===== config.mk =====
export PLATFORM = sky130hd
export DESIGN_NAME = tdt_timing
export DESIGN_NICKNAME = d
export VERILOG_FILES = /design/src/inc/tdt_pkg.sv /design/src/hw/tdt_timing.sv /design/src/hw/tdt_wrap_counter.sv /design/src/hw/tdt_row_limit.sv
export SDC_FILE = /design/constraint.sdc
export NUM_CORES = 1
export LEC_CHECK = 0
export BUFFER_PORTS_ARGS = -buffer_cell sky130_fd_sc_hd__buf_2
export CORE_UTILIZATION = 50
export CTS_BUF_LIST = sky130_fd_sc_hd__clkbuf_8
export CTS_CLUSTER_SIZE = 16
export DETAILED_ROUTE_END_ITERATION = 10
export GPL_TIMING_DRIVEN = 0
export HOLD_SLACK_MARGIN = 0.05
export PLACE_DENSITY = 0.84
export SKIP_CTS_REPAIR_TIMING = 1
export SLEW_MARGIN = 0
export SYNTH_ARGS = -nofsm -noshare
export SYNTH_HDL_FRONTEND = slang
export SYNTH_SLANG_ARGS = --single-unit

===== constraint.sdc =====
create_clock -name clk -period 2.5 [get_ports clk]
set_input_delay 0.125 -clock clk [delete_from_list [all_inputs] [get_ports clk]]
set_output_delay 0.125 -clock clk [all_outputs]
set_load 0.03 [all_outputs]

===== src/inc/tdt_pkg.sv =====
// Purpose: shared constants and carriers for the text display timing chain
// Assumes: one clock, synchronous active-high reset
// Notes:   all counts are zero based; row index 11 is the twelfth row
`default_nettype none

package tdt_pkg;

  // ****************************************
  // counter widths
  // ****************************************
  localparam int DOT_W  = 4;
  localparam int CHR_W  = 7;
  localparam int ROW_W  = 4;
  localparam int LINE_W = 5;

  // ****************************************
  // terminal counts and decode points
  // ****************************************
  localparam logic [DOT_W-1:0]  DOT_LAST        = 4'h8;  // 9 dots per cell
  localparam logic [CHR_W-1:0]  CHR_LAST        = 7'h60; // 97 character times
  localparam logic [CHR_W-1:0]  CHR_VISIBLE     = 7'h50; // first 80 are shown
  localparam logic [ROW_W-1:0]  ROW_LAST_NORMAL = 4'hB;  // 12 rows
  localparam logic [ROW_W-1:0]  ROW_LAST_CURSOR = 4'hC;  // 13 rows
  localparam logic [ROW_W-1:0]  ROW_BLANK       = 4'hB;  // twelfth row
  localparam logic [ROW_W-1:0]  ROW_CURSOR      = 4'hC;  // thirteenth row
  localparam logic [ROW_W-1:0]  ROW_LAST_MODE   = 4'h6;  // 7 of 12 rows
  localparam logic [LINE_W-1:0] LINE_MODE       = 5'h18; // partial line 24
  localparam logic [LINE_W-1:0] LINE_RETRACE    = 5'h19; // retrace line 25
  localparam logic [LINE_W-1:0] LINE_LAST       = 5'h19;

  // ****************************************
  // frame lengths in rows and clock cycles
  // ****************************************
  localparam int DATA_LINES       = 24;
  localparam int FRAME_ROWS_MIN   = DATA_LINES * 12 + 7 + 12;
  localparam int FRAME_ROWS_MAX   = DATA_LINES * 13 + 7 + 12;
  localparam int FRAME_CYCLES_MAX = 9 * 97 * FRAME_ROWS_MAX;
  localparam int FRAME_W          = 19;

  // ****************************************
  // carriers
  // ****************************************
  typedef struct packed {
    logic [DOT_W-1:0]  dot;
    logic [CHR_W-1:0]  chr;
    logic [ROW_W-1:0]  row;
    logic [LINE_W-1:0] line;
  } tdt_counts_t;

  typedef struct packed {
    logic visible;
    logic hRetrace;
    logic blankRow;
    logic cursorRow;
    logic modeLine;
    logic vRetrace;
  } tdt_flags_t;

  typedef struct packed {
    logic charStart;
    logic rowStart;
    logic lineStart;
    logic frameStart;
  } tdt_strobes_t;

endpackage : tdt_pkg

`default_nettype wire


===== src/hw/tdt_timing.sv =====
// Purpose: free-running dot/character/row/line timing for a text display
// Assumes: cursorEn comes from logic on the same clock
// Notes:   counts and flags are registered and always agree in time
//
// What this block does
// - dot counter cycles nine counts per character cell of nine by twelve.
// - character counter steps on each dot wrap, cycling 97 counts.
// - first 80 character counts are visible, last 17 horizontal retrace.
// - row counter steps per character wrap; 12 rows, 13 with cursor.
// - row twelve of every line except the seven-row mode line is flagged blank.
// - line counter steps per row wrap; frame totals 25 and 7/12 lines.
// - 24 full data lines plus one partial mode line.
// - line 25 is one extra line for vertical retrace.
// - all counters share one clock and cascade through enables.
// - the chain runs continuously with no start or stop control.
`default_nettype none

module tdt_timing (
  // clock and reset
  input  wire logic                clk,
  input  wire logic                rst,
  // cursor compare request
  input  wire logic                cursorEn,
  // timing outputs
  output var tdt_pkg::tdt_counts_t counts,
  output var tdt_pkg::tdt_flags_t  flags,
  output var tdt_pkg::tdt_strobes_t strobes,
  output logic                     cursorLine
);

  // ****************************************
  // counter cascade
  // ****************************************
  logic [tdt_pkg::DOT_W-1:0]  dot;
  logic [tdt_pkg::DOT_W-1:0]  dotNxt;
  logic                       dotWrap;
  logic [tdt_pkg::CHR_W-1:0]  chr;
  logic [tdt_pkg::CHR_W-1:0]  chrNxt;
  logic                       chrWrap;
  logic [tdt_pkg::ROW_W-1:0]  row;
  logic [tdt_pkg::ROW_W-1:0]  rowNxt;
  logic                       rowWrap;
  logic [tdt_pkg::ROW_W-1:0]  rowLast;
  logic [tdt_pkg::LINE_W-1:0] line;
  logic [tdt_pkg::LINE_W-1:0] lineNxt;
  logic                       lineWrap;
  logic                       cursorLatch_r;
  logic                       cursorLatch_nxt;

  // dot stage has no enable: it runs every clock from power up
  tdt_wrap_counter #(.W(tdt_pkg::DOT_W)) u_dot (
    .clk      (clk),
    .rst      (rst),
    .en       (1'b1),
    .last     (tdt_pkg::DOT_LAST),
    .count    (dot),
    .countNxt (dotNxt),
    .wrap     (dotWrap)
  );

  // stages advance on enables, never on derived clocks
  tdt_wrap_counter #(.W(tdt_pkg::CHR_W)) u_chr (
    .clk      (clk),
    .rst      (rst),
    .en       (dotWrap),
    .last     (tdt_pkg::CHR_LAST),
    .count    (chr),
    .countNxt (chrNxt),
    .wrap     (chrWrap)
  );

  tdt_wrap_counter #(.W(tdt_pkg::ROW_W)) u_row (
    .clk      (clk),
    .rst      (rst),
    .en       (chrWrap),
    .last     (rowLast),
    .count    (row),
    .countNxt (rowNxt),
    .wrap     (rowWrap)
  );

  tdt_wrap_counter #(.W(tdt_pkg::LINE_W)) u_line (
    .clk      (clk),
    .rst      (rst),
    .en       (rowWrap),
    .last     (tdt_pkg::LINE_LAST),
    .count    (line),
    .countNxt (lineNxt),
    .wrap     (lineWrap)
  );

  // partial mode line and full retrace line shape the frame
  tdt_row_limit u_limit (
    .line        (line),
    .cursorLatch (cursorLatch_r),
    .rowLast     (rowLast)
  );

  // ****************************************
  // cursor request latch
  // ****************************************
  // a mid-line change would stretch or cut a line already being painted,
  // so the request is taken only as a new line begins
  always_comb begin
    cursorLatch_nxt = cursorLatch_r;
    if (rowWrap) begin
      cursorLatch_nxt = cursorEn;
    end
  end

  always_ff @(posedge clk) begin
    if (rst) begin
      cursorLatch_r <= 1'b0;
    end else begin
      cursorLatch_r <= cursorLatch_nxt;
    end
  end

  // ****************************************
  // flag decode
  // ****************************************
  function automatic tdt_pkg::tdt_flags_t decodeFlags(
    input logic [tdt_pkg::CHR_W-1:0]  c,
    input logic [tdt_pkg::ROW_W-1:0]  r,
    input logic [tdt_pkg::LINE_W-1:0] l
  );
    tdt_pkg::tdt_flags_t f;
    f           = '0;
    f.visible   = (c < tdt_pkg::CHR_VISIBLE);
    f.hRetrace  = (c >= tdt_pkg::CHR_VISIBLE);
    f.blankRow  = (r == tdt_pkg::ROW_BLANK);
    f.cursorRow = (r == tdt_pkg::ROW_CURSOR);
    f.modeLine  = (l == tdt_pkg::LINE_MODE);
    f.vRetrace  = (l == tdt_pkg::LINE_RETRACE);
    return f;
  endfunction : decodeFlags

  // flags are built from next counts so they line up with the counts
  always_ff @(posedge clk) begin
    if (rst) begin
      flags <= decodeFlags('0, '0, '0);
    end else begin
      flags <= decodeFlags(chrNxt, rowNxt, lineNxt);
    end
  end

  // ****************************************
  // boundary strobes
  // ****************************************
  always_ff @(posedge clk) begin
    if (rst) begin
      strobes <= '0;
    end else begin
      strobes.charStart  <= dotWrap;
      strobes.rowStart   <= chrWrap;
      strobes.lineStart  <= rowWrap;
      strobes.frameStart <= lineWrap;
    end
  end

  // ****************************************
  // outputs
  // ****************************************
  assign counts     = {dot, chr, row, line};
  assign cursorLine = cursorLatch_r;

  // ****************************************
  // checks
  // ****************************************
  logic [tdt_pkg::FRAME_W-1:0] frameCyc;

  always_ff @(posedge clk) begin
    if (rst || lineWrap) begin
      frameCyc <= '0;
    end else begin
      frameCyc <= frameCyc + tdt_pkg::FRAME_W'(1);
    end
  end

  // counters still hold their reset state on the first edge after release,
  // so step checks wait one more cycle before they start
  logic rstDly_r;

  always_ff @(posedge clk) begin
    rstDly_r <= rst;
  end
endmodule : tdt_timing

`default_nettype wire


===== src/hw/tdt_wrap_counter.sv =====
// Purpose: one stage of the display counter cascade
// Assumes: same clock for every stage; enable comes from the stage below
// Notes:   wrap is combinational so the next stage sees it in the same cycle
`default_nettype none

module tdt_wrap_counter #(
  parameter int W = 4
) (
  // clock and reset
  input  wire logic         clk,
  input  wire logic         rst,
  // cascade control
  input  wire logic         en,
  input  wire logic [W-1:0] last,
  // count state
  output logic      [W-1:0] count,
  output logic      [W-1:0] countNxt,
  output logic              wrap
);

  assign wrap = en && (count == last);

  always_comb begin
    if (wrap) begin
      countNxt = '0;
    end else if (en) begin
      countNxt = count + W'(1);
    end else begin
      countNxt = count;
    end
  end

  always_ff @(posedge clk) begin
    if (rst) begin
      count <= '0;
    end else begin
      count <= countNxt;
    end
  end

endmodule : tdt_wrap_counter

`default_nettype wire


===== src/hw/tdt_row_limit.sv =====
// Purpose: picks the last row index of the current line
// Assumes: cursor request already latched for the whole line
// Notes:   the mode line is cut short; the retrace line ignores the cursor
`default_nettype none

module tdt_row_limit (
  // line state
  input  wire logic [tdt_pkg::LINE_W-1:0] line,
  input  wire logic                       cursorLatch,
  // limit
  output logic      [tdt_pkg::ROW_W-1:0]  rowLast
);

  always_comb begin
    if (line == tdt_pkg::LINE_MODE) begin
      rowLast = tdt_pkg::ROW_LAST_MODE;
    end else if (line == tdt_pkg::LINE_RETRACE) begin
      rowLast = tdt_pkg::ROW_LAST_NORMAL;
    end else if (cursorLatch) begin
      rowLast = tdt_pkg::ROW_LAST_CURSOR;
    end else begin
      rowLast = tdt_pkg::ROW_LAST_NORMAL;
    end
  end

endmodule : tdt_row_limit

`default_nettype wire


==> results of run 1 <==
==> worst max-delay path, delay by kind of cell (launching register included) <==
family | cells | cell delay, ps
flops | 1 | 370
fa+ha+maj | 1 | 200
mux | 1 | 290
compound gates | 1 | 290
buf+inv | 2 | 240
simple gates | 3 | 860
==> cell type report <==
cell class              count  area share (%)
clock buffers               5            3.50
multi-input cells         131            47.4
repair buffers             34            8.91
inverters                  10            1.91
flip-flops and latches     31            31.8
well taps                  44            2.80
clock inverters             3            1.02
plain buffers              10            2.67
==> cells in the final DEF (no fill, tap or decap), drive strengths merged, types with 4 or more instances in the layout <==
cell type	netlist	layout
buf	3	37
dfxtp	31	31
nor2	19	19
nand2	13	13
clkbuf	7	12
a21oi	11	11
inv	10	10
nor3	8	8
ha	8	8
nand3	5	5
xnor2	5	5
mux2i	5	5
nand2b	4	4
xor2	4	4
nor4	4	4
==> metrics by stage <==
| step | setup slack (ps) | cell area, µm² | hold slack (ps) | power (mW) |
|---|---|---|---|---|
| after floorplan | 40.2 | 1600 | 272 | 0.560 |
| after global placement | 49.4 | 1820 | 364 | 0.574 |
| after detailed placement | 14.2 | 1820 | 370 | 0.576 |
| after CTS | 4.67 | 1910 | 66.1 | 0.964 |
| after global routing | -18.5 | 1970 | 76.8 | 0.989 |
| final | 108 | 1970 | 72.1 | 0.954 |
==> power groups by stage <==
stage	clock, mW	sequential, mW	combinational [mW]
2_1_floorplan	0	0.535	0.0256
3_3_place_gp	0	0.521	0.0529
3_5_place_dp	0	0.522	0.0545
4_1_cts	0.399	0.510	0.0549
5_1_grt	0.416	0.512	0.0619
6_report	0.388	0.511	0.0553
==> state kept, by name, summed over array words and instances, names as in the netlist <==
name,count
u_chr.count,7
flags,6
u_line.count,5
strobes,4
u_dot.count,4
u_row.count,4
cursorLine,1
==> kinds of logic (layout without fill, tap and decap cells) <==
kind of cell | count (synthesis) | count (layout) | synth area share [%]
muxes | 5 | 5 | 3.13
buffers and inverters | 20 | 62 | 5.63
AOI/OAI and AO/OA | 27 | 27 | 11.3
adders and majority gates | 8 | 8 | 6.25
xor gates and xnor gates | 9 | 9 | 4.92
DFF | 31 | 31 | 38.8
and+or+nand+nor | 82 | 82 | 30.0
==> how the worst max path moves through the flow <==
stage	from	to	cells past startpoint
6_report	u_line.count[1]$_SDFF_PP0_	flags[1]$_SDFF_PP0_	8
5_1_grt	u_line.count[1]$_SDFF_PP0_	flags[1]$_SDFF_PP0_	8
4_1_cts	u_line.count[1]$_SDFF_PP0_	flags[1]$_SDFF_PP0_	8
3_5_place_dp	u_line.count[1]$_SDFF_PP0_	flags[1]$_SDFF_PP0_	8
3_3_place_gp	u_line.count[1]$_SDFF_PP0_	flags[1]$_SDFF_PP0_	8
2_1_floorplan	u_line.count[1]$_SDFF_PP0_	flags[1]$_SDFF_PP0_	8
==> routing by layer <==
layer	track usage (%)	part of all wire (%)	up-vias	wire (µm)
met5	0	0	-	0
met4	7.14	1.6	0	55
met3	6.59	4.8	5	162
met2	33.0	47	35	1590
met1	27.3	46	665	1540
li1	-	-	732	-
==> flow_summary_export.csv, run 1 <==
group,metric,value,unit
logic_synthesis,synth-edff-count,0,
grt,grt-ovfl-total,0,
place,dp_cells,258,
worst_hold_path,min_path_cells,3,
worst_hold_path,holdCritStartpoint,"cursorEn",
drt,dr.pass1.iters,4,
sta,tightest_slew,505,ps
grt,grt_max_degree,12,
drt,num_vias,1437,
grt,grt_pass1_vias,1201,
critical_path,rr_endpoint,"flags[1]$_SDFF_PP0_",
power_and_ir_drop,power_frac_clock,40.7,%
die,row_count,20,
logic_synthesis,ys_ff_latch,31,
drt,drtAntennaViolNets,0,
critical_path,rrSetupSlack,110,ps
final_layout,nFillCells,268,
grt,grt_pass1_wl,5430,µm
die,start_util,52.5,%
power_and_ir_drop,internal_power,0.712,mW
sta,post-route-period-util,95.7,%
drt,drt-total-wl,3350,µm
grt,grt.total_usage,21.0,%
logic_synthesis,syn_inst,182,
worst_hold_path,hp-class,"input port to flop",
clock_network,cts_tree,"yes",
sta,skew,1.45,ps
drt,wl_per_cell,12.5,µm
critical_path,r2r_cells,8,
power_and_ir_drop,ir_drop,0.000502,V
critical_path,crit_fanout,8,
critical_path,required,2660,ps
final_layout,finalNetCount,234,
clock_network,insertion_delay,290,ps
sta,relSlewSlack,66.1,%
drt,drt_iter0_drc,48,
logic_synthesis,synth_area,0.00160,mm²
clock_network,cts_root_buf,"clkbuf_8",
critical_path,crit_type,"flop to flop",
power_and_ir_drop,switching_share,25.4,%
die,core_area,0.00305,mm²
critical_path,cp.arrival,2560,ps
die,die_w,58.6,µm
logic_synthesis,synth_area_leader_cell,"dfxtp_1",
critical_path,cp_slowest_cell,"or4b_4",
sta,timing.fmax,418,MHz
final_layout,fin_util,64.4,%
logic_synthesis,synth_commonest_cells,"dfxtp_1, nor2_1, nand2_1",
clock_network,clockBufferDepth,2,
power_and_ir_drop,p_per_area,485,mW/mm²
clock_network,path_clk_slew,70,ps
logic_synthesis,synth_warnings,0,
place,io_buffers,32,
critical_path,crit_chain,"inv_1 > ha_1 > and4b_4 > or4b_4 > a311oi_4 > buf_6 > mux2i_1 > nor4b_2",
die,chipHeight,58.6,µm
sta,setup_tns,0,ps
power_and_ir_drop,p_seq_share,53.5,%
grt,grt_antenna_before_repair,0,
worst_hold_path,holdPathEnd,"cursorLine$_SDFFE_PP0N_",
place,place_congestion,0.821,
logic_synthesis,synth.area.top_cells,"dfxtp_1, ha_1, nor2_1",
logic_synthesis,synth_top_area_share,38.8,%
clock_network,cts_buffers,5,
final_layout,stdcell_count,268,
die,io_pins,34,
sta,setup_viol,0,
final_layout,register_area,626,µm²
logic_synthesis,avgSynthCellArea,8.80,µm²
logic_synthesis,yosys.cell_count.top_type,"dfxtp_1",
final_layout,multi_input_area,932,µm²
die,die_area,0.00343,mm²
logic_synthesis,ys_seq_area_share,38.7,%
critical_path,slowest_delay,540,ps
power_and_ir_drop,p_leak,0.796,nW
sta,slew_viol_final,0,
place,hpwlAfterDp,2360,µm
logic_synthesis,synth.distinct_cells,45,
sta,min_period,2390,ps
clock_network,htreeDepth,2,
logic_synthesis,async_reset_ff_share,0,%
drt,viasPerCell,5.36,
critical_path,startpoint_type,"flop",
power_and_ir_drop,p_comb_share,5.8,%
final_layout,drive_gt1_share,24.6,%
logic_synthesis,synth_nets,193,
sta,hold_violations,0,
logic_synthesis,ys.flop_type,"dfxtp_1",
job,cap_violations,0,
final_layout,syn2layout_area_growth,22.8,%
drt,drc,0,
critical_path,cp-end-kind,"flop",
run_status,status,"finished, final reports clean",
power_and_ir_drop,p_switching,0.243,mW
final_layout,insertedDiodeCount,0,
clock_network,cts_sinks,31,
critical_path,rr_startpoint,"u_line.count[1]$_SDFF_PP0_",
Power figures use the tool's default switching activity.
==> run 2: changes to the inputs <==
- CORE_UTILIZATION: 50 -> 51
- PLACE_DENSITY: 0.84 -> 0.85
- SYNTH_HIERARCHICAL: default -> 1
==> flow_summary_export.csv, run 2 <==
group,metric,value,unit
drt,num_vias,1430,
clock_network,cts_tree,"yes",
final_layout,drive_gt1_share,42.4,%
sta,min_period,2670,ps
final_layout,largest_register_ffs,7,
logic_synthesis,syn_inst,165,
sta,timing.fmax,374,MHz
die,core_area,0.00313,mm²
drt,drt-total-wl,3710,µm
final_layout,finalNetCount,251,
critical_path,crit_type,"flop to flop",
final_layout,syn2layout_area_growth,37.5,%
sta,setup_tns,-339,ps
die,io_pins,34,
drt,dr.pass1.iters,4,
grt,grt_max_degree,31,
sta,timing.final.ws_setup,-170,ps
final_layout,regMostFlops,"u_chr/count",
clock_network,path_clk_slew,70,ps
logic_synthesis,synth_area,0.00171,mm²
die,chipHeight,60.0,µm
place,place_congestion,0.768,
place,dpl_cell_area,0.00206,mm²
worst_hold_path,hp-class,"input port to flop",
sta,slew_viol_final,0,
critical_path,cp.arrival,2880,ps
die,start_util,54.8,%
grt,grt.total_usage,21.5,%
drt,viasPerCell,4.95,
critical_path,required,2710,ps
final_layout,final_cell_mix,"buf_2, dfxtp_1, conb_1",
die,die_w,60.0,µm
logic_synthesis,synth_warnings,6,
sta,hold_violations,0,
critical_path,crit_fanout,7,
sta,skew,6.49,ps
power_and_ir_drop,p_per_area,461,mW/mm²
drt,drt_iter0_drc,55,
place,place_ws,-423,ps
power_and_ir_drop,p_leak,1.04,nW
critical_path,startpoint_type,"flop",
run_status,violations,"setup timing",
clock_network,insertion_delay,280,ps
grt,grt-ovfl-total,0,
grt,grt_pass1_wl,5570,µm
grt,grt_antenna_before_repair,0,
sta,setup_viol,2,
power_and_ir_drop,finalPower,1.09,mW
die,die_area,0.00360,mm²
place,io_buffers,33,
final_layout,insertedDiodeCount,0,
clock_network,htreeDepth,2,
final_layout,largestRegisters,"u_chr/count x7, flags x6, u_line/count x5",
logic_synthesis,avgSynthCellArea,10.4,µm²
critical_path,cp-end-kind,"flop",
run_status,status,"finished, violations left",
final_layout,final_area,0.00236,mm²
sta,post-route-period-util,107,%
power_and_ir_drop,ir_drop,0.000475,V
die,row_count,20,
drt,drtAntennaViolNets,0,
final_layout,nFillCells,218,
grt,grt_pass1_vias,1250,
drt,wl_per_cell,12.8,µm
drt,drc,0,
sta,relSlewSlack,62.5,%
final_layout,layout_commonest_cell,"buf_2",
clock_network,cts_sinks,31,
clock_network,cts_buffers,5,
sta,tightest_slew,563,ps
place,hpwlAfterDp,2250,µm
clock_network,clockBufferDepth,2,
job,cap_violations,0,
clock_network,cts_root_buf,"clkbuf_8",
sta,rsz0062_at_grt,"true",
==> run 2: worst paths after layout <==
| path | slack [ps] | depth (start not counted) | startpoint | end |
|---|---|---|---|---|
| setup / recovery | -170 | 13 | u_dot/count[2]$_SDFF_PP0_ | flags[0]$_SDFF_PP0_ |
| hold / removal | 120 | 3 | cursorEn | cursorLine$_SDFFE_PP0P_ |
| setup reg to reg | -170 | 13 | u_dot/count[2]$_SDFF_PP0_ | flags[0]$_SDFF_PP0_ |
| hold reg to reg | 590 | 2 | u_chr/count[1]$_SDFF_PP0_ | u_chr/count[1]$_SDFF_PP0_ |
==> run 2: layout make-up <==
cell class                 count  area (µm²)  area share [%]
tap                           44        55.1            2.34
inverter                       4        15.0           0.637
buffer                         3        37.5            1.59
multi-input combinational    146        1180            49.9
clock inverter                 2        35.0            1.49
sequential                    31         639            27.1
timing repair buffer          53         315            13.4
clock buffer                   6        82.6            3.50
==> run 2: metrics by stage <==
step	instances	hold slack, ps	utilization, %
after floorplan	185	188	-
after global routing	289	174	75.4
after detailed placement	262	407	65.8
after global placement	262	374	65.8
after CTS	270	115	69.6
final	289	121	75.4
==> run 2: power by group <==
part | internal (mW) | total [mW] | leakage [nW] | switching, mW
logic | 0.0330 | 0.0793 | 0.721 | 0.0463
registers | 0.496 | 0.501 | 0.255 | 0.00572
clock network | 0.322 | 0.507 | 0.0612 | 0.185
total | 0.851 | 1.09 | 1.04 | 0.237
==> run 2: metal layers <==
| layer | global-route usage [%] | wire length [µm] | vias to the layer above |
|---|---|---|---|
| met2 | 33.0 | 1920 | 33 |
| met4 | 11.0 | 67 | 0 |
| met3 | 7.36 | 103 | 6 |
| li1 | - | - | 714 |
| met1 | 26.4 | 1610 | 677 |
| met5 | 0 | 0 | - |
==> run 2: worst max-delay path, cell delays in order (launching register included) <==
cell and delay (ps):
dfxtp_4 350, xnor2_2 120, o2111a_2 260, and2_4 200
nand4_4 90, nor2_4 200, buf_8 140, a21boi_4 200
and2_4 210, nand4_1 150, xor2_2 220, a21oi_2 150
nand4bb_4 130, nor3b_2 160
